### config.mk
export PLATFORM = sky130hd
export DESIGN_NAME = swe_read_engine
export DESIGN_NICKNAME = d
export VERILOG_FILES = /design/src/hw/swe_pkg.sv /design/src/hw/swe_sn_if.sv /design/src/hw/swe_serial_rom.sv /design/src/hw/swe_read_engine.sv
export SDC_FILE = /design/constraint.sdc
export NUM_CORES = 2
export LEC_CHECK = 0
export ABC_AREA = 0
export BUFFER_PORTS_ARGS = -buffer_cell sky130_fd_sc_hd__buf_2
export CAP_MARGIN = 20
export CORE_MARGIN = 8
export CORE_UTILIZATION = 45
export DETAILED_ROUTE_END_ITERATION = 10
export GPL_ROUTABILITY_DRIVEN = 1
export PLACE_DENSITY = 0.68
export SYNTH_ARGS = -nofsm -noshare
export SYNTH_HDL_FRONTEND = slang
export SYNTH_HIERARCHICAL = 1
export SYNTH_SLANG_ARGS = --single-unit
### constraint.sdc
create_clock -name CORE_CLK_IN -period 3.4 [get_ports CORE_CLK_IN]
set_clock_uncertainty 0.05 [all_clocks]
set_input_delay 0.68 -clock CORE_CLK_IN [delete_from_list [all_inputs] [get_ports CORE_CLK_IN]]
set_output_delay 0.68 -clock CORE_CLK_IN [all_outputs]
set_load 0.02 [all_outputs]
### src/hw/swe_pkg.sv
// Constants and types shared by the single-wire EEPROM read engine
package swe_pkg;

  // Device address opcodes (upper nibble of the device address byte)
  localparam logic [3:0] OP_ZONE = 4'h7;
  localparam logic [3:0] OP_EE   = 4'ha;
  localparam logic [3:0] OP_SEC  = 4'hb;
  localparam logic [3:0] OP_ID   = 4'hc;

  // Array geometry
  localparam int EE_DEPTH       = 128;
  localparam int EE_AW          = 7;
  localparam int SEC_AW         = 5;
  localparam int SEC_USER_DEPTH = 16;
  localparam int NUM_ZONES      = 4;
  localparam int ZONE_LSB       = 5;

  // Security region layout by ptr[4:3]
  localparam logic [1:0] SEC_SN_BLK   = 2'h0;
  localparam logic [1:0] SEC_RSVD_BLK = 2'h1;

  // Protection register addresses, one-hot per zone
  localparam logic [3:0] ZONE0_ADDR = 4'h1;
  localparam logic [3:0] ZONE1_ADDR = 4'h2;
  localparam logic [3:0] ZONE2_ADDR = 4'h4;
  localparam logic [3:0] ZONE3_ADDR = 4'h8;

  // Data values
  localparam logic [7:0] EE_RESET      = 8'hff;
  localparam logic [7:0] SEC_RSVD_VAL  = 8'hff;
  localparam logic [7:0] ZONE_SET_DATA = 8'hff;
  localparam logic [7:0] ZONE_RD_ON    = 8'hff;
  localparam logic [7:0] ZONE_RD_OFF   = 8'h00;
  localparam logic       ZONE_RESET    = 1'b0;

  // Identifier byte index
  localparam logic [1:0] ID_FIRST = 2'h0;
  localparam logic [1:0] ID_LAST  = 2'h2;

  // CRC x^8 + x^5 + x^4 + 1, reflected form, shifted LSB first
  localparam logic [7:0] CRC_POLY_REFL = 8'h8c;
  localparam logic [7:0] CRC_INIT      = 8'h00;

  typedef enum logic [5:0] {
    ST_IDLE  = 6'b000001,
    ST_DEV   = 6'b000010,
    ST_MEM   = 6'b000100,
    ST_WDATA = 6'b001000,
    ST_READ  = 6'b010000,
    ST_SKIP  = 6'b100000
  } swe_state_t;

  typedef enum logic [1:0] {
    TGT_EE   = 2'h0,
    TGT_SEC  = 2'h1,
    TGT_ID   = 2'h2,
    TGT_ZONE = 2'h3
  } swe_tgt_t;

endpackage

### src/hw/swe_sn_if.sv
// Link between the read engine and the serial-number store
`timescale 1ns/1ps
interface swe_sn_if;
  logic [2:0] idx;
  logic [7:0] data;
  modport engine (output idx, input data);
  modport rom    (input idx, output data);
endinterface

### src/hw/swe_serial_rom.sv
// Factory serial number store with its check byte
`timescale 1ns/1ps
module swe_serial_rom #(
  parameter logic [7:0]  PRODUCT_ID = 8'h3c,           // Arbitrary value
  parameter logic [47:0] UNIQUE_NUM = 48'h0123456789ab  // Arbitrary value
) (
  swe_sn_if.rom sn
);

  function automatic logic [7:0] crc56(input logic [55:0] d);
    logic [7:0] c;
    logic       fb;
    c = swe_pkg::CRC_INIT;
    for (int i = 0; i < 56; i++) begin
      fb = c[0] ^ d[i];
      c  = {1'b0, c[7:1]};
      if (fb) begin
        c = c ^ swe_pkg::CRC_POLY_REFL;
      end
    end
    return c;
  endfunction

  localparam logic [55:0] SN_BODY = {UNIQUE_NUM, PRODUCT_ID};
  // Byte 0 product id, bytes 1..6 unique number, byte 7 check byte
  localparam logic [63:0] SN_WORD = {crc56(SN_BODY), SN_BODY};

  assign sn.data = SN_WORD[{sn.idx, 3'b000} +: 8];

endmodule // swe_serial_rom

### src/hw/swe_read_engine.sv
// Byte-level command engine: reads, identifier, security region, ROM zones
`timescale 1ns/1ps
module swe_read_engine #(
  parameter logic [2:0]  CLIENT_ADDR = 3'h0,
  parameter logic [11:0] MFR_CODE    = 12'h5a5,          // Arbitrary value
  parameter logic [8:0]  DEV_CODE    = 9'h0a5,           // Arbitrary value
  parameter logic [2:0]  REV_CODE    = 3'h1,             // Arbitrary value
  parameter logic [7:0]  PRODUCT_ID  = 8'h3c,            // Arbitrary value
  parameter logic [47:0] UNIQUE_NUM  = 48'h0123456789ab  // Arbitrary value
) (
  input  wire logic       CORE_CLK_IN,
  input  wire logic       RST_N_IN,
  input  wire logic       BUS_RESET_IN,
  input  wire logic       START_IN,
  input  wire logic       STOP_IN,
  input  wire logic       BYTE_VALID_IN,
  input  wire logic [7:0] BYTE_IN,
  input  wire logic       HOST_ACK_VALID_IN,
  input  wire logic       HOST_NACK_IN,
  output logic            ACK_VALID_OUT,
  output logic            ACK_OUT,
  output logic            TX_VALID_OUT,
  output logic [7:0]      TX_DATA_OUT,
  output logic [3:0]      ZONE_PROT_OUT
);

  swe_pkg::swe_state_t state_q;
  swe_pkg::swe_state_t state_d;
  swe_pkg::swe_tgt_t   tgt_q;
  swe_pkg::swe_tgt_t   tgt_d;
  swe_pkg::swe_tgt_t   pend_tgt_q;

  logic [6:0] ptr_q;
  logic       ptr_sec_q;
  logic       ptr_sec_d;
  logic       ptr_load;
  logic [1:0] id_idx_q;
  logic       id_rst;
  logic [3:0] zsel_q;
  logic       zsel_load;
  logic       ld_q;
  logic       ld_d;
  logic       ack_ev;
  logic       ack_d;
  logic       wr_ok;
  logic       pend_q;
  logic [7:0] pend_data_q;
  logic       commit;
  logic [7:0] rd_byte;
  logic       ack_valid_q;
  logic       ack_q;
  logic       tx_valid_q;
  logic [7:0] tx_data_q;

  wire  [7:0] ee_cell [swe_pkg::EE_DEPTH];
  wire  [7:0] su_cell [swe_pkg::SEC_USER_DEPTH];
  wire  [3:0] zone_bits;

  logic [3:0] op;
  logic [2:0] ca;
  logic       rd;
  logic       zaddr_ok;
  logic [23:0] id_word;

  assign op       = BYTE_IN[7:4];
  assign ca       = BYTE_IN[3:1];
  assign rd       = BYTE_IN[0];
  assign id_word  = {MFR_CODE, DEV_CODE, REV_CODE};
  // Address low nibble must be exactly one of the four protection register addresses; the upper nibble is ignored
  assign zaddr_ok = (BYTE_IN[3:0] == swe_pkg::ZONE0_ADDR) ||
                    (BYTE_IN[3:0] == swe_pkg::ZONE1_ADDR) ||
                    (BYTE_IN[3:0] == swe_pkg::ZONE2_ADDR) ||
                    (BYTE_IN[3:0] == swe_pkg::ZONE3_ADDR);
  assign commit   = STOP_IN && pend_q && !START_IN && !BUS_RESET_IN;

  swe_sn_if sn ();

  swe_serial_rom #(
    .PRODUCT_ID (PRODUCT_ID),
    .UNIQUE_NUM (UNIQUE_NUM)
  ) u_serial (
    .sn (sn.rom)
  );

  assign sn.idx = ptr_q[2:0];

  // Transaction decode
  always_comb begin
    state_d   = state_q;
    tgt_d     = tgt_q;
    ptr_sec_d = ptr_sec_q;
    ack_ev    = 1'b0;
    ack_d     = 1'b0;
    ld_d      = 1'b0;
    ptr_load  = 1'b0;
    zsel_load = 1'b0;
    id_rst    = 1'b0;
    wr_ok     = 1'b0;
    if (BUS_RESET_IN) begin
      state_d = swe_pkg::ST_IDLE;
    end else if (START_IN) begin
      state_d = swe_pkg::ST_DEV;
    end else if (STOP_IN) begin
      state_d = swe_pkg::ST_IDLE;
    end else begin
      unique case (state_q)
        swe_pkg::ST_IDLE, swe_pkg::ST_SKIP: begin
        end
        swe_pkg::ST_DEV: begin
          if (BYTE_VALID_IN) begin
            ack_ev  = 1'b1;
            state_d = swe_pkg::ST_SKIP;
            if (ca == CLIENT_ADDR) begin
              case (op)
                swe_pkg::OP_EE: begin
                  ack_d = 1'b1;
                  tgt_d = swe_pkg::TGT_EE;
                  if (rd) begin
                    state_d = swe_pkg::ST_READ;
                    ld_d    = 1'b1;
                  end else begin
                    state_d = swe_pkg::ST_MEM;
                  end
                end
                swe_pkg::OP_SEC: begin
                  tgt_d = swe_pkg::TGT_SEC;
                  if (!rd) begin
                    ack_d   = 1'b1;
                    state_d = swe_pkg::ST_MEM;
                  end else if (ptr_sec_q) begin
                    // Served only once a dummy write has aimed the pointer here
                    ack_d   = 1'b1;
                    state_d = swe_pkg::ST_READ;
                    ld_d    = 1'b1;
                  end
                end
                swe_pkg::OP_ID: begin
                  if (rd) begin
                    ack_d   = 1'b1;
                    tgt_d   = swe_pkg::TGT_ID;
                    id_rst  = 1'b1;
                    state_d = swe_pkg::ST_READ;
                    ld_d    = 1'b1;
                  end
                end
                swe_pkg::OP_ZONE: begin
                  ack_d = 1'b1;
                  tgt_d = swe_pkg::TGT_ZONE;
                  if (rd) begin
                    state_d = swe_pkg::ST_READ;
                    ld_d    = 1'b1;
                  end else begin
                    state_d = swe_pkg::ST_MEM;
                  end
                end
                default: begin
                end
              endcase
            end
          end
        end
        swe_pkg::ST_MEM: begin
          if (BYTE_VALID_IN) begin
            ack_ev  = 1'b1;
            state_d = swe_pkg::ST_SKIP;
            unique case (tgt_q)
              swe_pkg::TGT_EE: begin
                ptr_load  = 1'b1;
                ptr_sec_d = 1'b0;
                ack_d     = 1'b1;
                state_d   = swe_pkg::ST_WDATA;
              end
              swe_pkg::TGT_SEC: begin
                ptr_load  = 1'b1;
                ptr_sec_d = 1'b1;
                ack_d     = 1'b1;
                state_d   = swe_pkg::ST_WDATA;
              end
              swe_pkg::TGT_ZONE: begin
                zsel_load = 1'b1;
                if (zaddr_ok) begin
                  ack_d   = 1'b1;
                  state_d = swe_pkg::ST_WDATA;
                end
              end
              swe_pkg::TGT_ID: begin
              end
            endcase
          end
        end
        swe_pkg::ST_WDATA: begin
          if (BYTE_VALID_IN) begin
            ack_ev  = 1'b1;
            state_d = swe_pkg::ST_SKIP;
            unique case (tgt_q)
              swe_pkg::TGT_EE: begin
                // Data refused when the addressed zone is read-only
                ack_d = !zone_bits[ptr_q[6:swe_pkg::ZONE_LSB]];
                wr_ok = ack_d;
              end
              swe_pkg::TGT_SEC: begin
                // Serial and reserved bytes are read-only
                ack_d = ptr_q[4];
                wr_ok = ack_d;
              end
              swe_pkg::TGT_ZONE: begin
                ack_d = (BYTE_IN == swe_pkg::ZONE_SET_DATA);
                wr_ok = ack_d;
              end
              swe_pkg::TGT_ID: begin
              end
            endcase
          end
        end
        swe_pkg::ST_READ: begin
          if (HOST_ACK_VALID_IN) begin
            if (HOST_NACK_IN) begin
              state_d = swe_pkg::ST_IDLE;
            end else begin
              ld_d = 1'b1;
            end
          end
        end
      endcase
    end
  end

  // Byte presented for the next load
  always_comb begin
    rd_byte = swe_pkg::ZONE_RD_OFF;
    unique case (tgt_q)
      swe_pkg::TGT_EE: begin
        rd_byte = ee_cell[ptr_q];
      end
      swe_pkg::TGT_SEC: begin
        if (ptr_q[4:3] == swe_pkg::SEC_SN_BLK) begin
          rd_byte = sn.data;
        end else if (ptr_q[4:3] == swe_pkg::SEC_RSVD_BLK) begin
          rd_byte = swe_pkg::SEC_RSVD_VAL;
        end else begin
          rd_byte = su_cell[ptr_q[3:0]];
        end
      end
      swe_pkg::TGT_ID: begin
        // Most significant byte first
        unique case (id_idx_q)
          2'h0:    rd_byte = id_word[23:16];
          2'h1:    rd_byte = id_word[15:8];
          default: rd_byte = id_word[7:0];
        endcase
      end
      swe_pkg::TGT_ZONE: begin
        rd_byte = (|(zsel_q & zone_bits)) ? swe_pkg::ZONE_RD_ON
                                          : swe_pkg::ZONE_RD_OFF;
      end
    endcase
  end

  always_ff @(posedge CORE_CLK_IN or negedge RST_N_IN) begin
    if (!RST_N_IN) begin
      state_q <= swe_pkg::ST_IDLE;
      tgt_q   <= swe_pkg::TGT_EE;
    end else begin
      state_q <= state_d;
      tgt_q   <= tgt_d;
    end
  end

  // Shared pointer: survives between operations, cleared only by a reset
  always_ff @(posedge CORE_CLK_IN or negedge RST_N_IN) begin
    if (!RST_N_IN) begin
      ptr_q     <= '0;
      ptr_sec_q <= 1'b0;
    end else if (BUS_RESET_IN) begin
      ptr_q     <= '0;
      ptr_sec_q <= 1'b0;
    end else if (ptr_load) begin
      ptr_sec_q <= ptr_sec_d;
      if (tgt_q == swe_pkg::TGT_SEC) begin
        ptr_q <= {2'b00, BYTE_IN[swe_pkg::SEC_AW-1:0]};
      end else begin
        ptr_q <= BYTE_IN[swe_pkg::EE_AW-1:0];
      end
    end else if (ld_q && tgt_q == swe_pkg::TGT_EE) begin
      ptr_q <= ptr_q + 7'h01;
    end else if (ld_q && tgt_q == swe_pkg::TGT_SEC) begin
      ptr_q <= {2'b00, ptr_q[4:0] + 5'h01};
    end
  end

  always_ff @(posedge CORE_CLK_IN or negedge RST_N_IN) begin
    if (!RST_N_IN) begin
      id_idx_q <= swe_pkg::ID_FIRST;
    end else if (id_rst) begin
      id_idx_q <= swe_pkg::ID_FIRST;
    end else if (ld_q && tgt_q == swe_pkg::TGT_ID) begin
      id_idx_q <= (id_idx_q == swe_pkg::ID_LAST) ? swe_pkg::ID_FIRST
                                                 : id_idx_q + 2'h1;
    end
  end

  always_ff @(posedge CORE_CLK_IN or negedge RST_N_IN) begin
    if (!RST_N_IN) begin
      zsel_q <= '0;
    end else if (zsel_load) begin
      zsel_q <= BYTE_IN[3:0];
    end
  end

  // Load strobe, then the byte one cycle later
  always_ff @(posedge CORE_CLK_IN or negedge RST_N_IN) begin
    if (!RST_N_IN) begin
      ld_q       <= 1'b0;
      tx_valid_q <= 1'b0;
      tx_data_q  <= '0;
    end else begin
      ld_q       <= ld_d;
      tx_valid_q <= ld_q;
      if (ld_q) begin
        tx_data_q <= rd_byte;
      end
    end
  end

  always_ff @(posedge CORE_CLK_IN or negedge RST_N_IN) begin
    if (!RST_N_IN) begin
      ack_valid_q <= 1'b0;
      ack_q       <= 1'b0;
    end else begin
      ack_valid_q <= ack_ev;
      if (ack_ev) begin
        ack_q <= ack_d;
      end
    end
  end

  // Writes wait for the stop; a repeated start discards them
  always_ff @(posedge CORE_CLK_IN or negedge RST_N_IN) begin
    if (!RST_N_IN) begin
      pend_q      <= 1'b0;
      pend_tgt_q  <= swe_pkg::TGT_EE;
      pend_data_q <= '0;
    end else if (START_IN || BUS_RESET_IN) begin
      pend_q <= 1'b0;
    end else if (wr_ok) begin
      pend_q      <= 1'b1;
      pend_tgt_q  <= tgt_q;
      pend_data_q <= BYTE_IN;
    end else if (STOP_IN) begin
      pend_q <= 1'b0;
    end
  end

  genvar g;
  generate
    for (g = 0; g < swe_pkg::EE_DEPTH; g++) begin : gen_ee
      logic [7:0] cell_q;
      always_ff @(posedge CORE_CLK_IN or negedge RST_N_IN) begin
        if (!RST_N_IN) begin
          cell_q <= swe_pkg::EE_RESET;
        end else if (commit && pend_tgt_q == swe_pkg::TGT_EE && ptr_q == 7'(g)) begin
          cell_q <= pend_data_q;
        end
      end
      assign ee_cell[g] = cell_q;
    end
    for (g = 0; g < swe_pkg::SEC_USER_DEPTH; g++) begin : gen_su
      logic [7:0] cell_q;
      always_ff @(posedge CORE_CLK_IN or negedge RST_N_IN) begin
        if (!RST_N_IN) begin
          cell_q <= swe_pkg::EE_RESET;
        end else if (commit && pend_tgt_q == swe_pkg::TGT_SEC && ptr_q[3:0] == 4'(g)) begin
          cell_q <= pend_data_q;
        end
      end
      assign su_cell[g] = cell_q;
    end
    // One sticky bit per zone; the bus reset leaves it alone
    for (g = 0; g < swe_pkg::NUM_ZONES; g++) begin : gen_zone
      logic bit_q;
      always_ff @(posedge CORE_CLK_IN or negedge RST_N_IN) begin
        if (!RST_N_IN) begin
          bit_q <= swe_pkg::ZONE_RESET;
        end else if (commit && pend_tgt_q == swe_pkg::TGT_ZONE && zsel_q[g]) begin
          bit_q <= 1'b1;
        end
      end
      assign zone_bits[g] = bit_q;
    end
  endgenerate

  assign ACK_VALID_OUT = ack_valid_q;
  assign ACK_OUT       = ack_q;
  assign TX_VALID_OUT  = tx_valid_q;
  assign TX_DATA_OUT   = tx_data_q;
  assign ZONE_PROT_OUT = zone_bits;

endmodule // swe_read_engine

==> impl_results.md <==
- Outcome: complete, no violations
- Worst slew pin tran: between 1000 and 1500 ps
- Post-Synthesis Cells: roughly 3700
- Area leader, netlist: dfstp_2
- Worst Setup SP: ptr_q[0]
- Post-CTS Setup Bufs: 0
- Aggregate global routing overflow: 0
- First-pass GRT wire length: 233 mm
- Area delta synth->final: 15.1%
- Tmin final: approximately 3300 ps
- CP Data Arrival Time: around 3900 ps
- Area of the core: 125000 um2
- Number of stages on the worst setup path: 10
- Fin crit share: 97.2%
- H-Tree Depth: 4
- Asr flop ratio synth: 100%
- Final non-filler cell total: 5658
- Fill cells: just over 10000
- GP Congestion: around 0.9
- Dpl hpwl: 102 mm
- Reg2Reg Depth: 10
- P per Cell Area: about 440 nW/um2
- Top cells by area, synth: dfstp_2 (54%), mux2_2 (23%), mux4_2 (11%)
- Vias in the first global route: roughly 35000
- Worst hold margin: about 130 ps
- Reg power frac: between 40% and 50%
- Port Buf Inserts: 30
- Pre-antenna DRT Iters: 5
- Number of synthesized flops with an enable pin: 0
- Internal Power: around 23 mW
- WL per Instance: roughly 27 um
- Die width: approximately 370 um
- Pleak: 25.7 nW
- DR iter-0 viols: 2542
- Slew Limit Fails: 0
- Sequential area share after synthesis: between 50% and 60%
- # hold bufs at CTS: 0
- Clock Latency Late Sink: approximately 730 ps
- Startpoint class of the critical path: flip-flop
- Clk network pwr share: between 40 and 50%
- Share of layout cells above drive strength 1: between 70 and 80%
- Chip height: 371 um
- Total die area: around 140000 um2
- Row cnt: 130
- Crit path cell chain: buf_12, buf_4, mux4_2, nand2_1, nand2_1, o22ai_1, nor2_1, a2111oi_2, buf_4, o31ai_1
- Gr usage total: between 20% and 30%
- Syn Std Cell Area: around 57000 um2
- TritonCTS clock tree: yes
- Delay of the slowest critical-path stage: slightly above 600 ps
- Initial Utilization: 45.2%
- Combinational Power Share: around 1.3%
- Via Count: around 34000
- Sw Ratio: 21.1%
- Clock transition at path regs: 60 ps
- #FFs+latches synth: between 1000 and 1500
- Synth top area share: a little over half
- Antenna viol nets, final: 0
- Max Freq: 303 MHz
- DRC viols: 0
- Clock Path Buffers: 3
- VDD IR max: roughly 0.44 mV
- CTS sink count: roughly 1200
- Post-cts resize count: 2
- Max Cap Viol: 0
- Reg2reg start: ptr_q[0]
- Num CTS Buffers: about 130
- Count leader, synth: mux2_2
- YS warnings: 6
- Avg Inst Size Synth: 15.3 um2
- Critical path endpoint category: flip-flop
- Family with the most delay on the worst path: compound AO/OA/AOI/OAI gates
- Top cells by count, synth: mux2_2 (1173), dfstp_2 (1153), mux4_2 (284)
- Crit path buf inv count: 3
- Syn nets: approximately 3700
- Setup CP Type: reg -> reg
- Num ports: 31
- Slew Limit Headroom: between 20 and 30%
- Endpoints failing setup: 0
- Worst hold path depth: 2
- Critical path peak fanout: 11
- CP max-delay cell: dfrtp_4
- Initial antenna violation count: 0
- Pin count of the biggest net entering global routing: around 120
- Inst Count DP: around 5400
- Net Sw Power: around 6.1 mW
- Unrepaired setup endpoints after global routing: false
- R2r endpoint: TX_DATA_OUT[1]
- CP required: just under 4000 ps
- Unique masters post-synth: 63
- Worst Hold Class: in -> reg
- Setup crit end: TX_DATA_OUT[1]
- Flop-to-flop setup slack: around 97 ps
- Final wirelength: 152 mm
- Fin. Hold Viols: 0
- Root Buffer: clkbuf_16
- Fin nets: between 3000 and 4000
- Drt via density: 5.95
- Primary FF master, synth: dfstp_2
per-stage QoR:
stage / power, mW / cell area, um2 / setup slack, ps / TNS, ps / utilization [%]
2_1_floorplan: 14.6 / 56600 / 227 / 0 / -
3_3_place_gp: 15.0 / 60800 / -298 / -298 / 48.6
3_5_place_dp: 15.0 / 60800 / -256 / -256 / 48.6
4_1_cts: 29.2 / 65100 / 83.2 / 0 / 52.0
5_1_grt: 29.8 / 65100 / 12.0 / 0 / 52.0
6_report: 28.8 / 65100 / 96.7 / 0 / 52.0
logic make-up after synthesis:
logic type,count (synthesis),share of synthesized area [%]
adders and majority gates,9,0.199
muxes,1512,35.6
DFF,1201,55.6
and+or+nand+nor,427,3.36
buffers and inverters,297,2.12
xor gates and xnor gates,8,0.124
AOI/OAI and AO/OA,237,2.94
sequential cells by signal (all words and copies together) (netlist names), 2 cells and up:
name and count:
ptr_q 7, id_idx_q 2, gen_zone.bit_q 4, zsel_q 4, pend_data_q 8, pend_tgt_q 2, gen_ee.cell_q 1024, tgt_q 2
state_q 6, gen_su.cell_q 128, TX_DATA_OUT 8
placed cells by master (no fill, tap or decap), types with 6 or more instances in the layout:
cell type,count
nor2_1,181
buf_4,284
ha_1,9
a22oi_1,37
nor2b_1,14
nand2b_1,13
dfrtp_4,11
nor3_1,31
o221ai_1,13
nand3_1,26
mux2_2,1173
nand2_1,112
a21oi_1,30
o22ai_1,9
dfrtp_1,34
a221oi_1,17
and2_1,9
mux2i_1,53
clkbuf_8,29
a22o_1,9
buf_2,30
o21ai_0,42
nor4_1,6
o211ai_1,6
mux4_2,284
clkbuf_1,35
a211oi_1,16
o31ai_1,9
clkbuf_16,136
clkinv_2,15
inv_1,16
inv_6,6
a31oi_1,12
buf_12,47
dfstp_2,1153
cell type report:
type	instances	area, um2	area share, %
Multi-Input combinational cell	2193	23900	36.8
Sequential cell	1201	31500	48.4
Timing Repair Buffer	364	3260	5.01
Clock inverter	31	332	0.509
Clock buffer	200	3930	6.04
Tap cell	1650	2060	3.17
Inverter	17	63.8	0.0979
Antenna cell	2	5.00	0.00768
how the worst min path moves through the flow:
stage / slack (ps) / start / endpoint
floorplan: 330 / RST_N_IN / ACK_OUT
global placement: 440 / pend_q / pend_q
detailed placement: 440 / zsel_q[1] / gen_zone[1].bit_q
CTS: 90 / START_IN / state_q[0]
global route: 120 / START_IN / state_q[0]
finish: 130 / START_IN / state_q[0]
routing by layer:
metal,up-vias,share of wire [%],GRT usage [%]
met4,0,3.4,7.66
met2,889,47,34.5
met3,259,5.2,3.70
met5,-,0,0
met1,18300,45,31.5
li1,14200,-,-
power by group through the flow:
stage	Sequential [mW]	Combinational [mW]	Clock (mW)
after floorplan	14.6	0.0357	0
after global placement	14.6	0.399	0
after detailed placement	14.6	0.404	0
after CTS	14.4	0.404	14.4
after global routing	14.4	0.446	15.0
final	14.4	0.387	14.1
Note: power is estimated with default switching activity, not from simulation.
